### config.mk
export PLATFORM = sky130hd
export DESIGN_NAME = cod_dict_flat
export DESIGN_NICKNAME = d
export VERILOG_FILES = /design/src/include/cod_pkg.sv /design/src/include/cod_if.sv /design/src/logic/cod_dict.sv /design/src/flat_wrapper.sv
export SDC_FILE = /design/constraint.sdc
export NUM_CORES = 1
export LEC_CHECK = 0
export ABC_AREA = 1
export ABC_CLOCK_PERIOD_IN_PS = 7200
export BUFFER_PORTS_ARGS = -buffer_cell sky130_fd_sc_hd__buf_2
export CAP_MARGIN = 30
export CORE_UTILIZATION = 60
export DETAILED_ROUTE_END_ITERATION = 10
export HOLD_SLACK_MARGIN = 0.05
export PLACE_DENSITY_LB_ADDON = 0.3
export SYNTH_ARGS = -nofsm -noshare
export SYNTH_HDL_FRONTEND = slang
export SYNTH_SLANG_ARGS = --single-unit
### constraint.sdc
create_clock -name sys_clk -period 7.2 [get_ports sys_clk]
set_input_delay 0.72 -clock sys_clk [delete_from_list [all_inputs] [get_ports sys_clk]]
set_output_delay 0.72 -clock sys_clk [all_outputs]
set_load 0.05 [all_outputs]
### src/include/cod_pkg.sv
package cod_pkg;
    // object indices
    localparam logic [15:0] IDX_DEVTYPE  = 16'h1000;
    localparam logic [15:0] IDX_ERRCAT   = 16'h1001;
    localparam logic [15:0] IDX_ERRLOG   = 16'h1003;
    localparam logic [15:0] IDX_SYNCID   = 16'h1005;
    localparam logic [15:0] IDX_NAME     = 16'h1008;
    localparam logic [15:0] IDX_HWVER    = 16'h1009;
    localparam logic [15:0] IDX_SWVER    = 16'h100A;
    localparam logic [15:0] IDX_GUARD    = 16'h100C;
    localparam logic [15:0] IDX_LIFEMUL  = 16'h100D;
    localparam logic [15:0] IDX_SAVE     = 16'h1010;
    localparam logic [15:0] IDX_RESTORE  = 16'h1011;
    localparam logic [15:0] IDX_EMCYID   = 16'h1014;
    localparam logic [15:0] IDX_HBWATCH  = 16'h1016;
    localparam logic [15:0] IDX_HBSEND   = 16'h1017;
    // reset values and constants
    localparam logic [31:0] SYNC_ID_RST  = 32'h0000_0080;
    localparam logic [31:0] EMCY_ID_BASE = 32'h0000_0080;
    localparam logic [31:0] SIG_SAVE     = 32'h6576_6173;
    localparam logic [31:0] SIG_LOAD     = 32'h6461_6F6C;
    localparam logic [31:0] CAPABLE      = 32'h0000_0001;
    localparam logic [7:0]  SAVE_SUBS    = 8'h03;
    localparam logic [7:0]  RESTORE_SUBS = 8'h06;
    localparam logic [7:0]  SAVE_COUNT   = 8'h09;
    localparam logic [7:0]  HBW_COUNT    = 8'h01;
    localparam logic [7:0]  LOG_DEPTH    = 8'h02;
    // abort code for bad access
    localparam logic [31:0] ABORT_CODE   = 32'h0601_0000;
    // time base
    localparam int          CLK_HZ       = 25_000_000;
    localparam int          MS_PER_S     = 1000;
    localparam int          MS_CYCLES    = CLK_HZ / MS_PER_S;
    // host register offsets
    localparam logic [3:0]  HR_CMD       = 4'h0;
    localparam logic [3:0]  HR_WDATA     = 4'h1;
    localparam logic [3:0]  HR_RDATA     = 4'h2;
    localparam logic [3:0]  HR_STATUS    = 4'h3;
    localparam logic [3:0]  HR_IRQ      = 4'h4;
    localparam logic [3:0]  HR_MASK      = 4'h5;
    localparam logic [3:0]  HR_LIVE      = 4'h6;
    // host command field layout and master state encoding
    localparam int          CMD_WR_BIT   = 24;
    typedef enum logic [2:0] {
        COD_IDLE = 3'b001,
        COD_REQ  = 3'b010,
        COD_WAIT = 3'b100
    } cod_host_st_t;
endpackage

### src/include/cod_if.sv
`timescale 1ns/100ps
// object access channel between master and dictionary
interface cod_if;
    logic        req;
    logic        wr;
    logic [15:0] index;
    logic [7:0]  sub;
    logic [31:0] wdata;
    logic        ack;
    logic        abort;
    logic [31:0] rdata;
    logic        live;
    modport dev (input req, wr, index, sub, wdata, live, output ack, abort, rdata);
    modport mst (output req, wr, index, sub, wdata, live, input ack, abort, rdata);
endinterface

### src/logic/cod_dict.sv
`timescale 1ns/100ps
// Function
// - device type word: two 16-bit halves, read-only
// - read-only 8-bit error category register
// - error log: count, newest, previous entries
// - writing zero to count clears log
// - sync identifier writable, resets to 0x80
// - master reads text entries by segmented transfers; here every access to them aborts
// - guard interval 16-bit ms, zero disables
// - lifetime equals multiplier times guard interval
// - save signature on sub 1-3 starts save
// - save subs read 1; signature 'save'
// - load signature on sub 1-6 starts restore
// - restore subs read capability; signature 'load'
// - factory restore only with output stage off
// - emergency identifier resets to 0x80 plus node
// - heartbeat watch bits 0-15 ms, zero off
// - bits 16-23 master node, 24-31 reserved
// - heartbeat send interval 16-bit ms, zero off
// - master should avoid frequent save commands
module cod_dict
    import cod_pkg::*;
#(
    parameter logic [15:0] TYPE_INFO  = 16'h0001,  // arbitrary value
    parameter logic [15:0] PROFILE_NO = 16'h0001,  // arbitrary value
    parameter int          MS_CYC     = MS_CYCLES
) (
    input  wire logic        sys_clk,
    input  wire logic        rst_n,
    cod_if.dev               bus,
    input  wire logic [6:0]  node_id,
    input  wire logic [7:0]  error_categories,
    input  wire logic        error_push,
    input  wire logic [31:0] error_code,
    input  wire logic        stage_enabled,
    input  wire logic        nv_busy,
    output logic             save_start_q,
    output logic [1:0]       save_scope_q,
    output logic             restore_start_q,
    output logic [2:0]       restore_scope_q,
    output logic             comm_error_q,
    output logic             heartbeat_tick_q,
    output logic [31:0]      sync_id_q,
    output logic [31:0]      emcy_id_q
);
    ////////////////////////////////////////////////////////////////
    logic [15:0] guard_q;
    logic [7:0]  lifemul_q;
    logic [31:0] hbwatch_q;
    logic [15:0] hbsend_q;
    logic [1:0]  log_cnt_q;
    logic [31:0] log0_q;
    logic [31:0] log1_q;
    logic [7:0]  errcat_q;
    logic        ack_q;
    logic        abort_q;
    logic [31:0] rdata_q;
    logic        emcy_set_q;
    logic        stage_s1_q;
    logic        stage_s2_q;
    logic        live_prev_q;
    logic [14:0] pre_q;
    logic [23:0] life_ms_q;
    logic [15:0] hbw_ms_q;
    logic [15:0] hbs_ms_q;

    wire         wr_go   = bus.req & bus.wr;
    wire         rd_go   = bus.req & ~bus.wr;
    wire         sub0    = bus.sub == 8'h00;
    wire [23:0]  life_ms = guard_q * lifemul_q;
    wire         guard_on = (guard_q != 16'h0000) && (lifemul_q != 8'h00);
    wire [15:0]  hbw_time = hbwatch_q[15:0];
    wire         hbw_on   = hbw_time != 16'h0000;
    wire         ms_tick  = pre_q == 15'(MS_CYC - 1);
    wire         live_in  = bus.live;
    wire         live_evt = live_in & ~live_prev_q;
    wire         save_hit = wr_go && bus.index == IDX_SAVE && bus.sub != 8'h00
                            && bus.sub <= SAVE_SUBS && bus.wdata == SIG_SAVE;
    wire         rest_sub = bus.sub != 8'h00 && bus.sub <= RESTORE_SUBS;
    wire         factory  = bus.sub <= 8'h03;
    wire         rest_hit = wr_go && bus.index == IDX_RESTORE && rest_sub
                            && bus.wdata == SIG_LOAD
                            && !(factory && stage_s2_q);
    wire         wr_ok;
    wire [31:0]  rd_val;
    wire         rd_ok;
    wire         rd_val_ok;

    // writable objects and trigger acceptance
    assign wr_ok = (bus.index == IDX_SYNCID && sub0)
                || (bus.index == IDX_EMCYID && sub0)
                || (bus.index == IDX_GUARD && sub0)
                || (bus.index == IDX_LIFEMUL && sub0)
                || (bus.index == IDX_HBSEND && sub0)
                || (bus.index == IDX_HBWATCH && bus.sub == 8'h01)
                || (bus.index == IDX_ERRLOG && sub0 && bus.wdata == 32'h0000_0000)
                || (save_hit && !nv_busy)
                || (rest_hit && !nv_busy);

    // read decode
    assign rd_ok = !(bus.index == IDX_NAME || bus.index == IDX_HWVER
                     || bus.index == IDX_SWVER) && rd_val_ok;
    assign rd_val_ok = (bus.index == IDX_DEVTYPE && sub0)
                    || (bus.index == IDX_ERRCAT && sub0)
                    || (bus.index == IDX_ERRLOG && bus.sub <= {6'h00, log_cnt_q})
                    || (bus.index == IDX_SYNCID && sub0)
                    || (bus.index == IDX_GUARD && sub0)
                    || (bus.index == IDX_LIFEMUL && sub0)
                    || (bus.index == IDX_SAVE && bus.sub <= SAVE_SUBS)
                    || (bus.index == IDX_RESTORE && bus.sub <= RESTORE_SUBS)
                    || (bus.index == IDX_EMCYID && sub0)
                    || (bus.index == IDX_HBWATCH && bus.sub <= 8'h01)
                    || (bus.index == IDX_HBSEND && sub0);

    assign rd_val =
        (bus.index == IDX_DEVTYPE) ? {TYPE_INFO, PROFILE_NO} :
        (bus.index == IDX_ERRCAT)  ? {24'h000000, errcat_q} :
        (bus.index == IDX_ERRLOG)  ? (sub0 ? {30'h0, log_cnt_q} :
                                      (bus.sub == 8'h01) ? log0_q : log1_q) :
        (bus.index == IDX_SYNCID)  ? sync_id_q :
        (bus.index == IDX_GUARD)   ? {16'h0000, guard_q} :
        (bus.index == IDX_LIFEMUL) ? {24'h000000, lifemul_q} :
        (bus.index == IDX_SAVE)    ? (sub0 ? {24'h0, SAVE_COUNT} : CAPABLE) :
        (bus.index == IDX_RESTORE) ? (sub0 ? {24'h0, RESTORE_SUBS} : CAPABLE) :
        (bus.index == IDX_EMCYID)  ? emcy_id_q :
        (bus.index == IDX_HBWATCH) ? (sub0 ? {24'h0, HBW_COUNT}
                                           : {8'h00, hbwatch_q[23:0]}) :
        {16'h0000, hbsend_q};

    assign bus.ack   = ack_q;
    assign bus.abort = abort_q;
    assign bus.rdata = rdata_q;

    ////////////////////////////////////////////////////////////////
    // access answer, one cycle after request
    always_ff @(posedge sys_clk) begin
        if (!rst_n) begin
            ack_q   <= 1'b0;
            abort_q <= 1'b0;
            rdata_q <= 32'h0000_0000;
        end else begin
            ack_q   <= bus.req;
            abort_q <= bus.req & (bus.wr ? ~wr_ok : ~rd_ok);
            rdata_q <= (rd_go && rd_ok) ? rd_val : 32'h0000_0000;
        end
    end

    // configuration objects
    always_ff @(posedge sys_clk) begin
        if (!rst_n) begin
            sync_id_q  <= SYNC_ID_RST;
            emcy_id_q  <= 32'h0000_0000;
            emcy_set_q <= 1'b0;
            guard_q    <= 16'h0000;
            lifemul_q  <= 8'h00;
            hbwatch_q  <= 32'h0000_0000;
            hbsend_q   <= 16'h0000;
        end else begin
            if (!emcy_set_q) begin
                emcy_id_q  <= EMCY_ID_BASE + {25'h0, node_id};
                emcy_set_q <= 1'b1;
            end
            if (wr_go && wr_ok && sub0) begin
                if (bus.index == IDX_SYNCID) sync_id_q <= bus.wdata;
                if (bus.index == IDX_EMCYID) emcy_id_q <= bus.wdata;
                if (bus.index == IDX_GUARD) guard_q <= bus.wdata[15:0];
                if (bus.index == IDX_LIFEMUL) lifemul_q <= bus.wdata[7:0];
                if (bus.index == IDX_HBSEND) hbsend_q <= bus.wdata[15:0];
            end
            if (wr_go && bus.index == IDX_HBWATCH && bus.sub == 8'h01)
                hbwatch_q <= {8'h00, bus.wdata[23:0]};
        end
    end

    // error category and history; push wins over clear
    always_ff @(posedge sys_clk) begin
        if (!rst_n) begin
            errcat_q  <= 8'h00;
            log_cnt_q <= 2'b00;
            log0_q    <= 32'h0000_0000;
            log1_q    <= 32'h0000_0000;
        end else begin
            errcat_q <= error_categories;
            if (error_push) begin
                log0_q <= error_code;
                log1_q <= log0_q;
                if (log_cnt_q != LOG_DEPTH[1:0]) log_cnt_q <= log_cnt_q + 2'b01;
            end else if (wr_go && bus.index == IDX_ERRLOG && sub0
                         && bus.wdata == 32'h0000_0000) begin
                log_cnt_q <= 2'b00;
                log0_q    <= 32'h0000_0000;
                log1_q    <= 32'h0000_0000;
            end
        end
    end

    // save and restore triggers
    always_ff @(posedge sys_clk) begin
        if (!rst_n) begin
            save_start_q    <= 1'b0;
            save_scope_q    <= 2'b00;
            restore_start_q <= 1'b0;
            restore_scope_q <= 3'b000;
            stage_s1_q      <= 1'b0;
            stage_s2_q      <= 1'b0;
        end else begin
            stage_s1_q      <= stage_enabled;
            stage_s2_q      <= stage_s1_q;
            save_start_q    <= save_hit & ~nv_busy;
            restore_start_q <= rest_hit & ~nv_busy;
            if (save_hit && !nv_busy) save_scope_q <= bus.sub[1:0];
            if (rest_hit && !nv_busy) restore_scope_q <= bus.sub[2:0];
        end
    end

    // millisecond timers: lifetime, heartbeat watch, heartbeat send
    always_ff @(posedge sys_clk) begin
        if (!rst_n) begin
            pre_q            <= 15'h0000;
            live_prev_q      <= 1'b0;
            life_ms_q        <= 24'h000000;
            hbw_ms_q         <= 16'h0000;
            hbs_ms_q         <= 16'h0000;
            comm_error_q     <= 1'b0;
            heartbeat_tick_q <= 1'b0;
        end else begin
            pre_q            <= ms_tick ? 15'h0000 : pre_q + 15'h0001;
            live_prev_q      <= live_in;
            comm_error_q     <= 1'b0;
            heartbeat_tick_q <= 1'b0;
            if (live_evt || !guard_on) life_ms_q <= 24'h000000;
            else if (ms_tick) begin
                if (life_ms_q + 24'h000001 >= life_ms) begin
                    comm_error_q <= 1'b1;
                    life_ms_q    <= 24'h000000;
                end else life_ms_q <= life_ms_q + 24'h000001;
            end
            if (live_evt || !hbw_on) hbw_ms_q <= 16'h0000;
            else if (ms_tick) begin
                if (hbw_ms_q + 16'h0001 >= hbw_time) begin
                    comm_error_q <= 1'b1;
                    hbw_ms_q     <= 16'h0000;
                end else hbw_ms_q <= hbw_ms_q + 16'h0001;
            end
            if (hbsend_q == 16'h0000) hbs_ms_q <= 16'h0000;
            else if (ms_tick) begin
                if (hbs_ms_q + 16'h0001 >= hbsend_q) begin
                    heartbeat_tick_q <= 1'b1;
                    hbs_ms_q         <= 16'h0000;
                end else hbs_ms_q <= hbs_ms_q + 16'h0001;
            end
        end
    end
endmodule

### src/flat_wrapper.sv
// flat-port wrapper written by rule: the top's interface ports become plain ports
module cod_dict_flat import cod_pkg::*;
#(
    parameter logic [15:0] TYPE_INFO  = 16'h0001,                    
    parameter logic [15:0] PROFILE_NO = 16'h0001,                    
    parameter int          MS_CYC     = MS_CYCLES
)
  (sys_clk, rst_n, node_id, error_categories, error_push, error_code, stage_enabled, nv_busy, save_start_q, save_scope_q, restore_start_q, restore_scope_q, comm_error_q, heartbeat_tick_q, sync_id_q, emcy_id_q, bus_req, bus_wr, bus_index, bus_sub, bus_wdata, bus_live, bus_ack, bus_abort, bus_rdata);
  cod_if bus_i ();
  input  wire logic sys_clk;
  input  wire logic rst_n;
  input  wire logic [6:0] node_id;
  input  wire logic [7:0] error_categories;
  input  wire logic error_push;
  input  wire logic [31:0] error_code;
  input  wire logic stage_enabled;
  input  wire logic nv_busy;
  output logic save_start_q;
  output logic [1:0] save_scope_q;
  output logic restore_start_q;
  output logic [2:0] restore_scope_q;
  output logic comm_error_q;
  output logic heartbeat_tick_q;
  output logic [31:0] sync_id_q;
  output logic [31:0] emcy_id_q;
  input wire logic [$bits(bus_i.req)-1:0] bus_req;
  input wire logic [$bits(bus_i.wr)-1:0] bus_wr;
  input wire logic [$bits(bus_i.index)-1:0] bus_index;
  input wire logic [$bits(bus_i.sub)-1:0] bus_sub;
  input wire logic [$bits(bus_i.wdata)-1:0] bus_wdata;
  input wire logic [$bits(bus_i.live)-1:0] bus_live;
  output wire logic [$bits(bus_i.ack)-1:0] bus_ack;
  output wire logic [$bits(bus_i.abort)-1:0] bus_abort;
  output wire logic [$bits(bus_i.rdata)-1:0] bus_rdata;
  assign bus_i.req = bus_req;
  assign bus_i.wr = bus_wr;
  assign bus_i.index = bus_index;
  assign bus_i.sub = bus_sub;
  assign bus_i.wdata = bus_wdata;
  assign bus_i.live = bus_live;
  assign bus_ack = bus_i.ack;
  assign bus_abort = bus_i.abort;
  assign bus_rdata = bus_i.rdata;
  cod_dict #(.TYPE_INFO(TYPE_INFO), .PROFILE_NO(PROFILE_NO), .MS_CYC(MS_CYC)) u_core (.sys_clk(sys_clk), .rst_n(rst_n), .bus(bus_i), .node_id(node_id), .error_categories(error_categories), .error_push(error_push), .error_code(error_code), .stage_enabled(stage_enabled), .nv_busy(nv_busy), .save_start_q(save_start_q), .save_scope_q(save_scope_q), .restore_start_q(restore_start_q), .restore_scope_q(restore_scope_q), .comm_error_q(comm_error_q), .heartbeat_tick_q(heartbeat_tick_q), .sync_id_q(sync_id_q), .emcy_id_q(emcy_id_q));
endmodule
Word-level counts from Yosys, hierarchy flattened
Index checks and enable logic that the tools add are counted.
{"block": "op_classes", "bitwise": 14, "n_eq_ne": 20, "n_mul": 1, "reduce_logical": 84, "n_addsub": 6, "magnitude_cmp": 7, "mux": 36}
{"op": "$mux 32", "count": 16}
{"op": "$eq 16x13->1 const B", "count": 14}
{"op": "$eq 32x31->1 const B", "count": 2}
{"op": "$mux 24", "count": 2}
{"op": "$logic_and 1x1->1", "count": 36}
{"op": "$mux 17", "count": 2}
{"op": "$add 16x1->16 const B", "count": 2}
{"op": "$ge 16x16->1", "count": 2}
{"op": "$logic_not 32->1", "count": 1}
{"op": "$mux 16", "count": 2}
{"op": "$reduce_bool 16->1", "count": 2}
{"op": "$add 24x1->24 const B", "count": 1}
{"op": "$ge 24x24->1", "count": 1}
{"op": "$mul 16x8->24", "count": 1}
{"op": "$logic_or 1x1->1", "count": 22}
{"op": "$logic_not 16->1", "count": 1}
{"op": "$reduce_bool 8->1", "count": 2}
{"op": "$add 15x1->15 const B", "count": 1}
{"op": "$eq 15x15->1 const B", "count": 1}
{"op": "$reduce_and 2->1", "count": 6}
{"op": "$add 8x7->9 const A", "count": 1}
{"op": "$mux 1", "count": 9}
{"op": "$eq 8x1->1 const B", "count": 1}
{"op": "$le 8x1->1 const B", "count": 1}
{"op": "other kinds (17)", "count": 39}
{"block": "totals", "reg_bits": 320}

Logic depth before layout (Yosys ltp)
Gate-level depths: netlist (run 1).
{"block": "logic_depth", "depth_word": 16, "ltp_mapped": 34, "depth_no_buf": 33}

Worst setup path before layout (run 1)
Ideal clock, no wire load.
{"block": "synth_path", "kind": "flip-flop to flip-flop", "from": "register u_core.lifemul_q[7]", "to": "register u_core.life_ms_q[10]", "path_slack_ps": 1274, "arrival_time_ps": 5855, "required_time_ps": 7130, "stages_incl_launch_ff": 31, "cell_sequence": "dfxtp_1 -> clkbuf_1 -> clkbuf_1 -> nand2_1 -> fa_1 -> fa_1 -> inv_1 -> fa_1 -> inv_1 -> fa_1 -> inv_1 -> ha_1 -> nand2_1 -> o21ai_0 -> a21o_1 -> nand3_1 -> nand2_1 -> nand2_1 -> nand2_1 -> inv_1 -> o21bai_1 -> xor2_1 -> ha_1 -> a21oi_1 -> o21ai_0 -> a21oi_1 -> nand2_1 -> nor2_1 -> clkbuf_1 -> nand4_1 -> a21oi_1"}
{"block": "synth_between", "elab_chain_len": 5, "elab_cells_between_ends": 8, "classes_between": "mul (1); order compare (1); mux (1); reduce/logical (5)"}
{"item": "start, declared", "line": "cod_dict.sv:48", "text": "logic [7:0] lifemul_q;"}
{"item": "start signal, assigned", "line": "cod_dict.sv:167", "text": "if (bus.index == IDX_LIFEMUL) lifemul_q <= bus.wdata[7:0];"}
{"item": "branches (longest 5 deep; another with $mul 16x8->24)"}
{"item": "end signal, assigned", "line": "cod_dict.sv:236", "text": "end else life_ms_q <= life_ms_q + 24'h000001;"}
{"item": "end, declared", "line": "cod_dict.sv:63", "text": "logic [23:0] life_ms_q;"}
Several ways; the timed one is not identified.
A chain may end at the register's enable or synchronous reset.

Worst setup path after layout (run 1)
{"block": "layout_path", "from": "register u_core.lifemul_q[4]", "to": "register u_core.life_ms_q[14]"}
The elaborated chain is that of the path after synthesis.

==> results of run 1 <==
## cell type report
cell class,count,area [sq um]
fillers,3136,11500
clock buffers,48,1030
inverters,510,1920
flip-flops and latches,320,6410
repair buffers,238,1280
diodes,6,15.0
clock inverters,18,264
well taps,461,577
multi-input cells,2223,12500
## cell usage after synthesis (4+ instances only)
cell / instances
nand2_1: 853
inv_1: 496
nor2_1: 325
dfxtp_1: 320
a21oi_1: 267
clkbuf_1: 116
ha_1: 107
nand4_1: 97
o21ai_0: 91
nand3_1: 87
fa_1: 84
nor3_1: 74
a211oi_1: 40
xor2_1: 37
xnor2_1: 24
buf_2: 23
nor3_2: 22
nor4_1: 18
o211ai_1: 15
buf_1: 11
inv_2: 10
nor2_2: 9
o22ai_1: 9
or2_2: 9
buf_6: 8
o21ai_1: 8
o31ai_1: 8
clkinv_1: 4
nand2_2: 4
nand3_2: 4
nand3b_1: 4
o21bai_1: 4
## stage by stage
stage                     util, %  cells  cell area, sq um  setup WS, ps  total power, mW
after floorplan                 -   3211             21500          1270             1.96
after global placement       63.9   3750             22700          1120             2.04
after detailed placement     64.0   3752             22700           977             2.05
after CTS                    67.7   3818             24000           916             4.02
after global routing         67.7   3824             24000           285             4.11
final                        67.7   3824             24000           807             4.03
## power breakdown
group | switching (mW) | leakage (nW) | total [mW] | internal, mW
clock network | 0.809 | 0.630 | 2.01 | 1.20
logic | 0.152 | 8.61 | 0.209 | 0.0567
registers | 0.0159 | 2.59 | 1.81 | 1.80
## critical path, delay by kind of cell, from the launching register on
family / cells / cell delay, ps
XOR/XNOR: 1 / 70
AO/OA/AOI/OAI: 2 / 220
flip-flops: 1 / 790
AND/OR/NAND/NOR: 14 / 1990
adder cells (fa/ha/maj): 6 / 2750
buffers and inverters: 4 / 380
## per-layer routing
metal	wire length (microns)	part of all wire, %	vias up
li1	-	-	10400
met1	27600	41	9893
met2	29900	44	1118
met3	6780	10	208
met4	2910	4.3	0
met5	0	0	-
## final timing paths
kind                                  endpoint  slack, ps
max          u_core.life_ms_q[14]$_SDFFE_PP0N_        810
min reg2reg       u_core.stage_s2_q$_SDFF_PN0_        450
min              u_core.errcat_q[7]$_SDFF_PN0_        340
max reg2reg  u_core.life_ms_q[14]$_SDFFE_PP0N_        810
## logic make-up after synthesis
| family | count (synthesis) | synth area share [%] |
|---|---|---|
| and+or+nand+nor | 1518 | 30.2 |
| DFF | 320 | 29.7 |
| buffers and inverters | 668 | 12.1 |
| AOI/OAI and AO/OA | 453 | 11.5 |
| xor gates and xnor gates | 61 | 2.48 |
| adders and majority gates | 191 | 14.0 |
## state kept, by name, indices dropped and copies added, names as in the netlist, 16 cells and up
| signal | flops |
|---|---|
| u_core.log1_q | 32 |
| u_core.log0_q | 32 |
| u_core.hbw_ms_q | 16 |
| u_core.sync_id_q | 32 |
| u_core.bus.rdata | 32 |
| u_core.guard_q | 16 |
| u_core.life_ms_q | 24 |
| u_core.emcy_id_q | 32 |
| u_core.hbs_ms_q | 16 |
| u_core.hbsend_q | 16 |
| u_core.hbwatch_q | 24 |
==> flow_summary.json, run 1 <==
{
  "outcome": "completed",
  "hp-start": "error_categories[7]",
  "layout_common_cells": "nand2_1 (853), inv_1 (495), nor2_1 (325), dfxtp_1 (320), a21oi_1 (267)",
  "yosysTopAreaCellShare_pct": 29.7,
  "die_h_microns": 191,
  "path_class": "flop to flop",
  "grt_usage_pct": 36.5,
  "die_x_microns": 191,
  "drtIter0Drc": 2013,
  "gr-usage-met3_pct": 7.45,
  "fin_setup_tns_ps": 0,
  "hpwl_mm": 48.8,
  "drtAntennaViolNets": 0,
  "fin_skew_ps": 40.1,
  "crit_path_max_fanout": 25,
  "num_rows": 69,
  "end_kind": "flop",
  "antenna_found_initial": 6,
  "synth_nets": 3513,
  "firstDrtPassIters": 6,
  "crit_slowest_cell": "dfxtp_1",
  "yosysUniqueCellTypes": 45,
  "clockRootBuffer": "clkbuf_16",
  "grt_max_degree": 68,
  "routed_wirelength_mm": 67.1,
  "async_flop_share_pct": 0,
  "post_drt_wl_per_cell_microns": 17.5,
  "yosys.area.top_type": "dfxtp_1",
  "hold_buffers": 0,
  "slew_violations": 0,
  "grt_pass1_vias": 20300,
  "vdd_drop_max_mv": 0.204,
  "cts_buffers": 36,
  "place_congestion": 0.997,
  "seq_area_frac_synth_pct": 29.7,
  "drc_errors": 0,
  "post_cts_buffers": 0,
  "fmax_mhz": 156,
  "cts-resized-gates": 0,
  "grtUsageMet1_pct": 48.2,
  "use_met2_pct": 57.6,
  "leakagePower_nw": 11.8,
  "synth_top_flop_cell": "dfxtp_1",
  "initial_core_util_pct": 60.7,
  "clock_latency_ps": 560,
  "rsz0062_at_grt": "no",
  "syn_inst": 3211,
  "grt.busiest_layer": "met2",
  "r2r-start": "u_core.lifemul_q[4]$_SDFFE_PN0P_",
  "yosys_warnings": 0,
  "cts_tree": "built",
  "routed-via-count": 21600,
  "slowest_delay_ps": 790,
  "crit_start": "u_core.lifemul_q[4]$_SDFFE_PN0P_",
  "clkTransAtPathRegs_ps": 70,
  "required_ps": 7560,
  "core_sq_um": 35500,
  "avgViaCountPerCell": 5.65,
  "die_area_sq_um": 36700,
  "powerDensity_nw_per_um2": 168,
  "maxCapViolCount": 0,
  "clockBufferDepth": 3,
  "start_kind": "flop",
  "grt_first_pass_wirelength_mm": 106,
  "layout_commonest_cell": "nand2_1",
  "holdPathStages": 3,
  "htree_num_levels": 2,
  "final-hold-violation-count": 0,
  "io_buffers": 217,
  "finalNetCount": 3631,
  "slew_headroom_pct": 31.3,
  "grt-ovfl-total": 0,
  "whs_ps": 337,
  "r2r_cells": 27,
  "min_period_ps": 6390,
  "worst_pin_slew_ps": 1030,
  "netlist_area_sq_um": 21500,
  "path_common_cell": "nand2_1",
  "syn_area_per_cell_sq_um": 6.71,
  "drive_gt1_share_pct": 10.9,
  "ys_seq_elements": 320,
  "synth-edff-count": 0,
  "cts_sinks": 320,
  "area_growth_pct": 11.5,
  "io_pins": 218,
  "hold_path.class": "input port to flop",
  "worstPathArrival_ps": 6750,
  "finalSetupViolCount": 0,
  "period_share_pct": 88.8,
  "yosys-top-cells-area": "dfxtp_1 (30%), nand2_1 (15%), inv_1 (8.6%)"
}
Power figures use the tool's default switching activity.
==> inputs of run 2 (changes only) <==
- ABC_CLOCK_PERIOD_IN_PS: 7200 -> 7600
- SKIP_CTS_REPAIR_TIMING: default -> 1
- clock period: 7.2 -> 7.6 ns (I/O delays scaled with it)
==> run 2 against run 1 <==
Against the previous run: via count up 0.34%; routed wire length grew 0.20%; count of clock-buffer cells in the layout grew 1; register-to-register slack better by 420 ps; highest routed layer unchanged.
==> flow_summary.json, run 2 (same netlist as run 1, synthesis figures left out) <==
{
  "outcome": "completed",
  "io_buffers": 217,
  "io_pins": 218,
  "firstDrtPassIters": 5,
  "multi_input_area_sq_um": 12500,
  "rsz0062_at_grt": "no",
  "cts_buffers": 37,
  "area_growth_pct": 11.1,
  "htree_num_levels": 2,
  "die_h_microns": 191,
  "clock_latency_ps": 560,
  "fillers": 3119,
  "core_sq_um": 35500,
  "clockBufferDepth": 3,
  "drtIter0Drc": 1715,
  "grt_pass1_vias": 20400,
  "hpwl_mm": 49.3,
  "end_kind": "flop",
  "clockRootBuffer": "clkbuf_16",
  "start_kind": "flop",
  "grt_first_pass_wirelength_mm": 106,
  "cts_sinks": 320,
  "period_share_pct": 83.8,
  "cts_tree": "built",
  "fin_skew_ps": 27.2,
  "slew_headroom_pct": 32.4,
  "path_class": "flop to flop",
  "p_sw_share_pct": 24.4,
  "antenna_found_initial": 6,
  "place_congestion": 0.985,
  "leakagePower_nw": 11.8,
  "layout_common_cells": "nand2_1 (853), inv_1 (495), nor2_1 (325), dfxtp_1 (320), a21oi_1 (267)",
  "crit_path_max_fanout": 25,
  "finalNetCount": 3631,
  "initial_core_util_pct": 60.7,
  "powerDensity_nw_per_um2": 155,
  "power_frac_clock_pct": 48.3,
  "grt_usage_pct": 36.6,
  "vdd_drop_max_mv": 0.217,
  "hold_path.class": "input port to flop",
  "power_mw": 3.70,
  "clkTransAtPathRegs_ps": 60,
  "routed_wirelength_mm": 67.2,
  "crit_start": "u_core.lifemul_q[4]$_SDFFE_PN0P_",
  "die_area_sq_um": 36700,
  "routed-via-count": 21700,
  "grt-ovfl-total": 0,
  "maxCapViolCount": 0,
  "dp_cells": 3751,
  "die_x_microns": 191,
  "p_int_mw": 2.80,
  "min_period_ps": 6370,
  "r2r_cells": 27,
  "post_drt_wl_per_cell_microns": 17.6,
  "r2r_slack_ps": 1230,
  "slew_violations": 0,
  "final_cell_area_sq_um": 23900,
  "combPwrFrac_pct": 5.3,
  "place_area_sq_um": 22700,
  "grt_max_degree": 70,
  "drive_gt1_share_pct": 10.9,
  "avgViaCountPerCell": 5.67,
  "fin_setup_tns_ps": 0,
  "hp-start": "error_categories[7]",
  "required_ps": 7980,
  "stdcell_count": 3819,
  "drtAntennaViolNets": 0,
  "regArea_sq_um": 6410,
  "final-hold-violation-count": 0,
  "r2r-start": "u_core.lifemul_q[4]$_SDFFE_PN0P_",
  "drc_errors": 0,
  "p_switching_mw": 0.905,
  "num_rows": 69,
  "r2r-end": "u_core.life_ms_q[0]$_SDFFE_PP0N_",
  "layout_commonest_cell": "nand2_1",
  "seqPwrFrac_pct": 46.4,
  "cp-endpoint": "u_core.life_ms_q[0]$_SDFFE_PP0N_",
  "finalSetupViolCount": 0,
  "worst_pin_slew_ps": 1010,
  "post-route-util_pct": 67.4,
  "fmax_mhz": 157,
  "worstPathArrival_ps": 6750
}
run 2: cell count changes in the layout (fill, tap and decap cells not counted), sizes merged:
| cell | before | now |
|---|---|---|
| clkinv | 14 | 12 |
| buf | 238 | 237 |
| inv | 507 | 509 |
| clkbuf | 48 | 49 |
| bufinv | 5 | 1 |
| clkinvlp | 2 | 1 |
run 2: worst min-delay path by stage:
| stage | cells after the start | slack, ps | end |
|---|---|---|---|
| finish | 3 | 390 | u_core.errcat_q[7]$_SDFF_PN0_ |
| global route | 3 | 400 | u_core.errcat_q[5]$_SDFF_PN0_ |
| CTS | 3 | 390 | u_core.errcat_q[7]$_SDFF_PN0_ |
| detailed placement | 2 | 410 | u_core.stage_s2_q$_SDFF_PN0_ |
| global placement | 2 | 410 | u_core.stage_s2_q$_SDFF_PN0_ |
| floorplan | 2 | 390 | u_core.stage_s2_q$_SDFF_PN0_ |
run 2: through the flow:
stage	hold slack (ps)	setup slack (ps)
2_1_floorplan	390	1670
3_3_place_gp	409	1480
3_5_place_dp	410	1310
4_1_cts	387	1300
5_1_grt	403	860
6_report	393	1230
run 2: final cells by class:
class	count	area share [%]
Multi-Input combinational cell	2223	52.4
Inverter	510	8.01
Clock buffer	49	4.52
Clock inverter	13	0.554
Tap cell	461	2.41
Timing Repair Buffer	237	5.27
Sequential cell	320	26.8
Antenna cell	6	0.0627
run 2: worst max-delay path: stages, from the launching register on:
cell and delay [ps]:
dfxtp_1 860, nand2_1 190, fa_1 530, fa_1 490, inv_1 60, fa_1 540
inv_1 60, fa_1 530, inv_1 40, ha_1 360, nand2_1 110, nor4_1 400
nand4_1 130, nand3_1 150, nand2_1 80, nand2_1 60, nand2_1 40, nand2_1 70
xor2_1 70, ha_1 290, nand4_1 120, nor3_1 300, nand2_1 90, a21oi_1 130
nor2_1 70, buf_4 220, nand4_1 100, a21oi_1 100
run 2: routing by layer:
layer | GRT usage, % | wire [microns]
met1 | 46.7 | 27200
met2 | 58.5 | 30300
met3 | 7.49 | 6630
met4 | 18.4 | 3140
met5 | 0 | 0
run 2: power by group through the flow:
| stage | registers (mW) | clock network [mW] | logic (mW) |
|---|---|---|---|
| floorplan | 1.76 | 0 | 0.0936 |
| global placement | 1.75 | 0 | 0.186 |
| detailed placement | 1.75 | 0 | 0.191 |
| CTS | 1.72 | 1.81 | 0.192 |
| global route | 1.72 | 1.87 | 0.213 |
| finish | 1.72 | 1.79 | 0.197 |
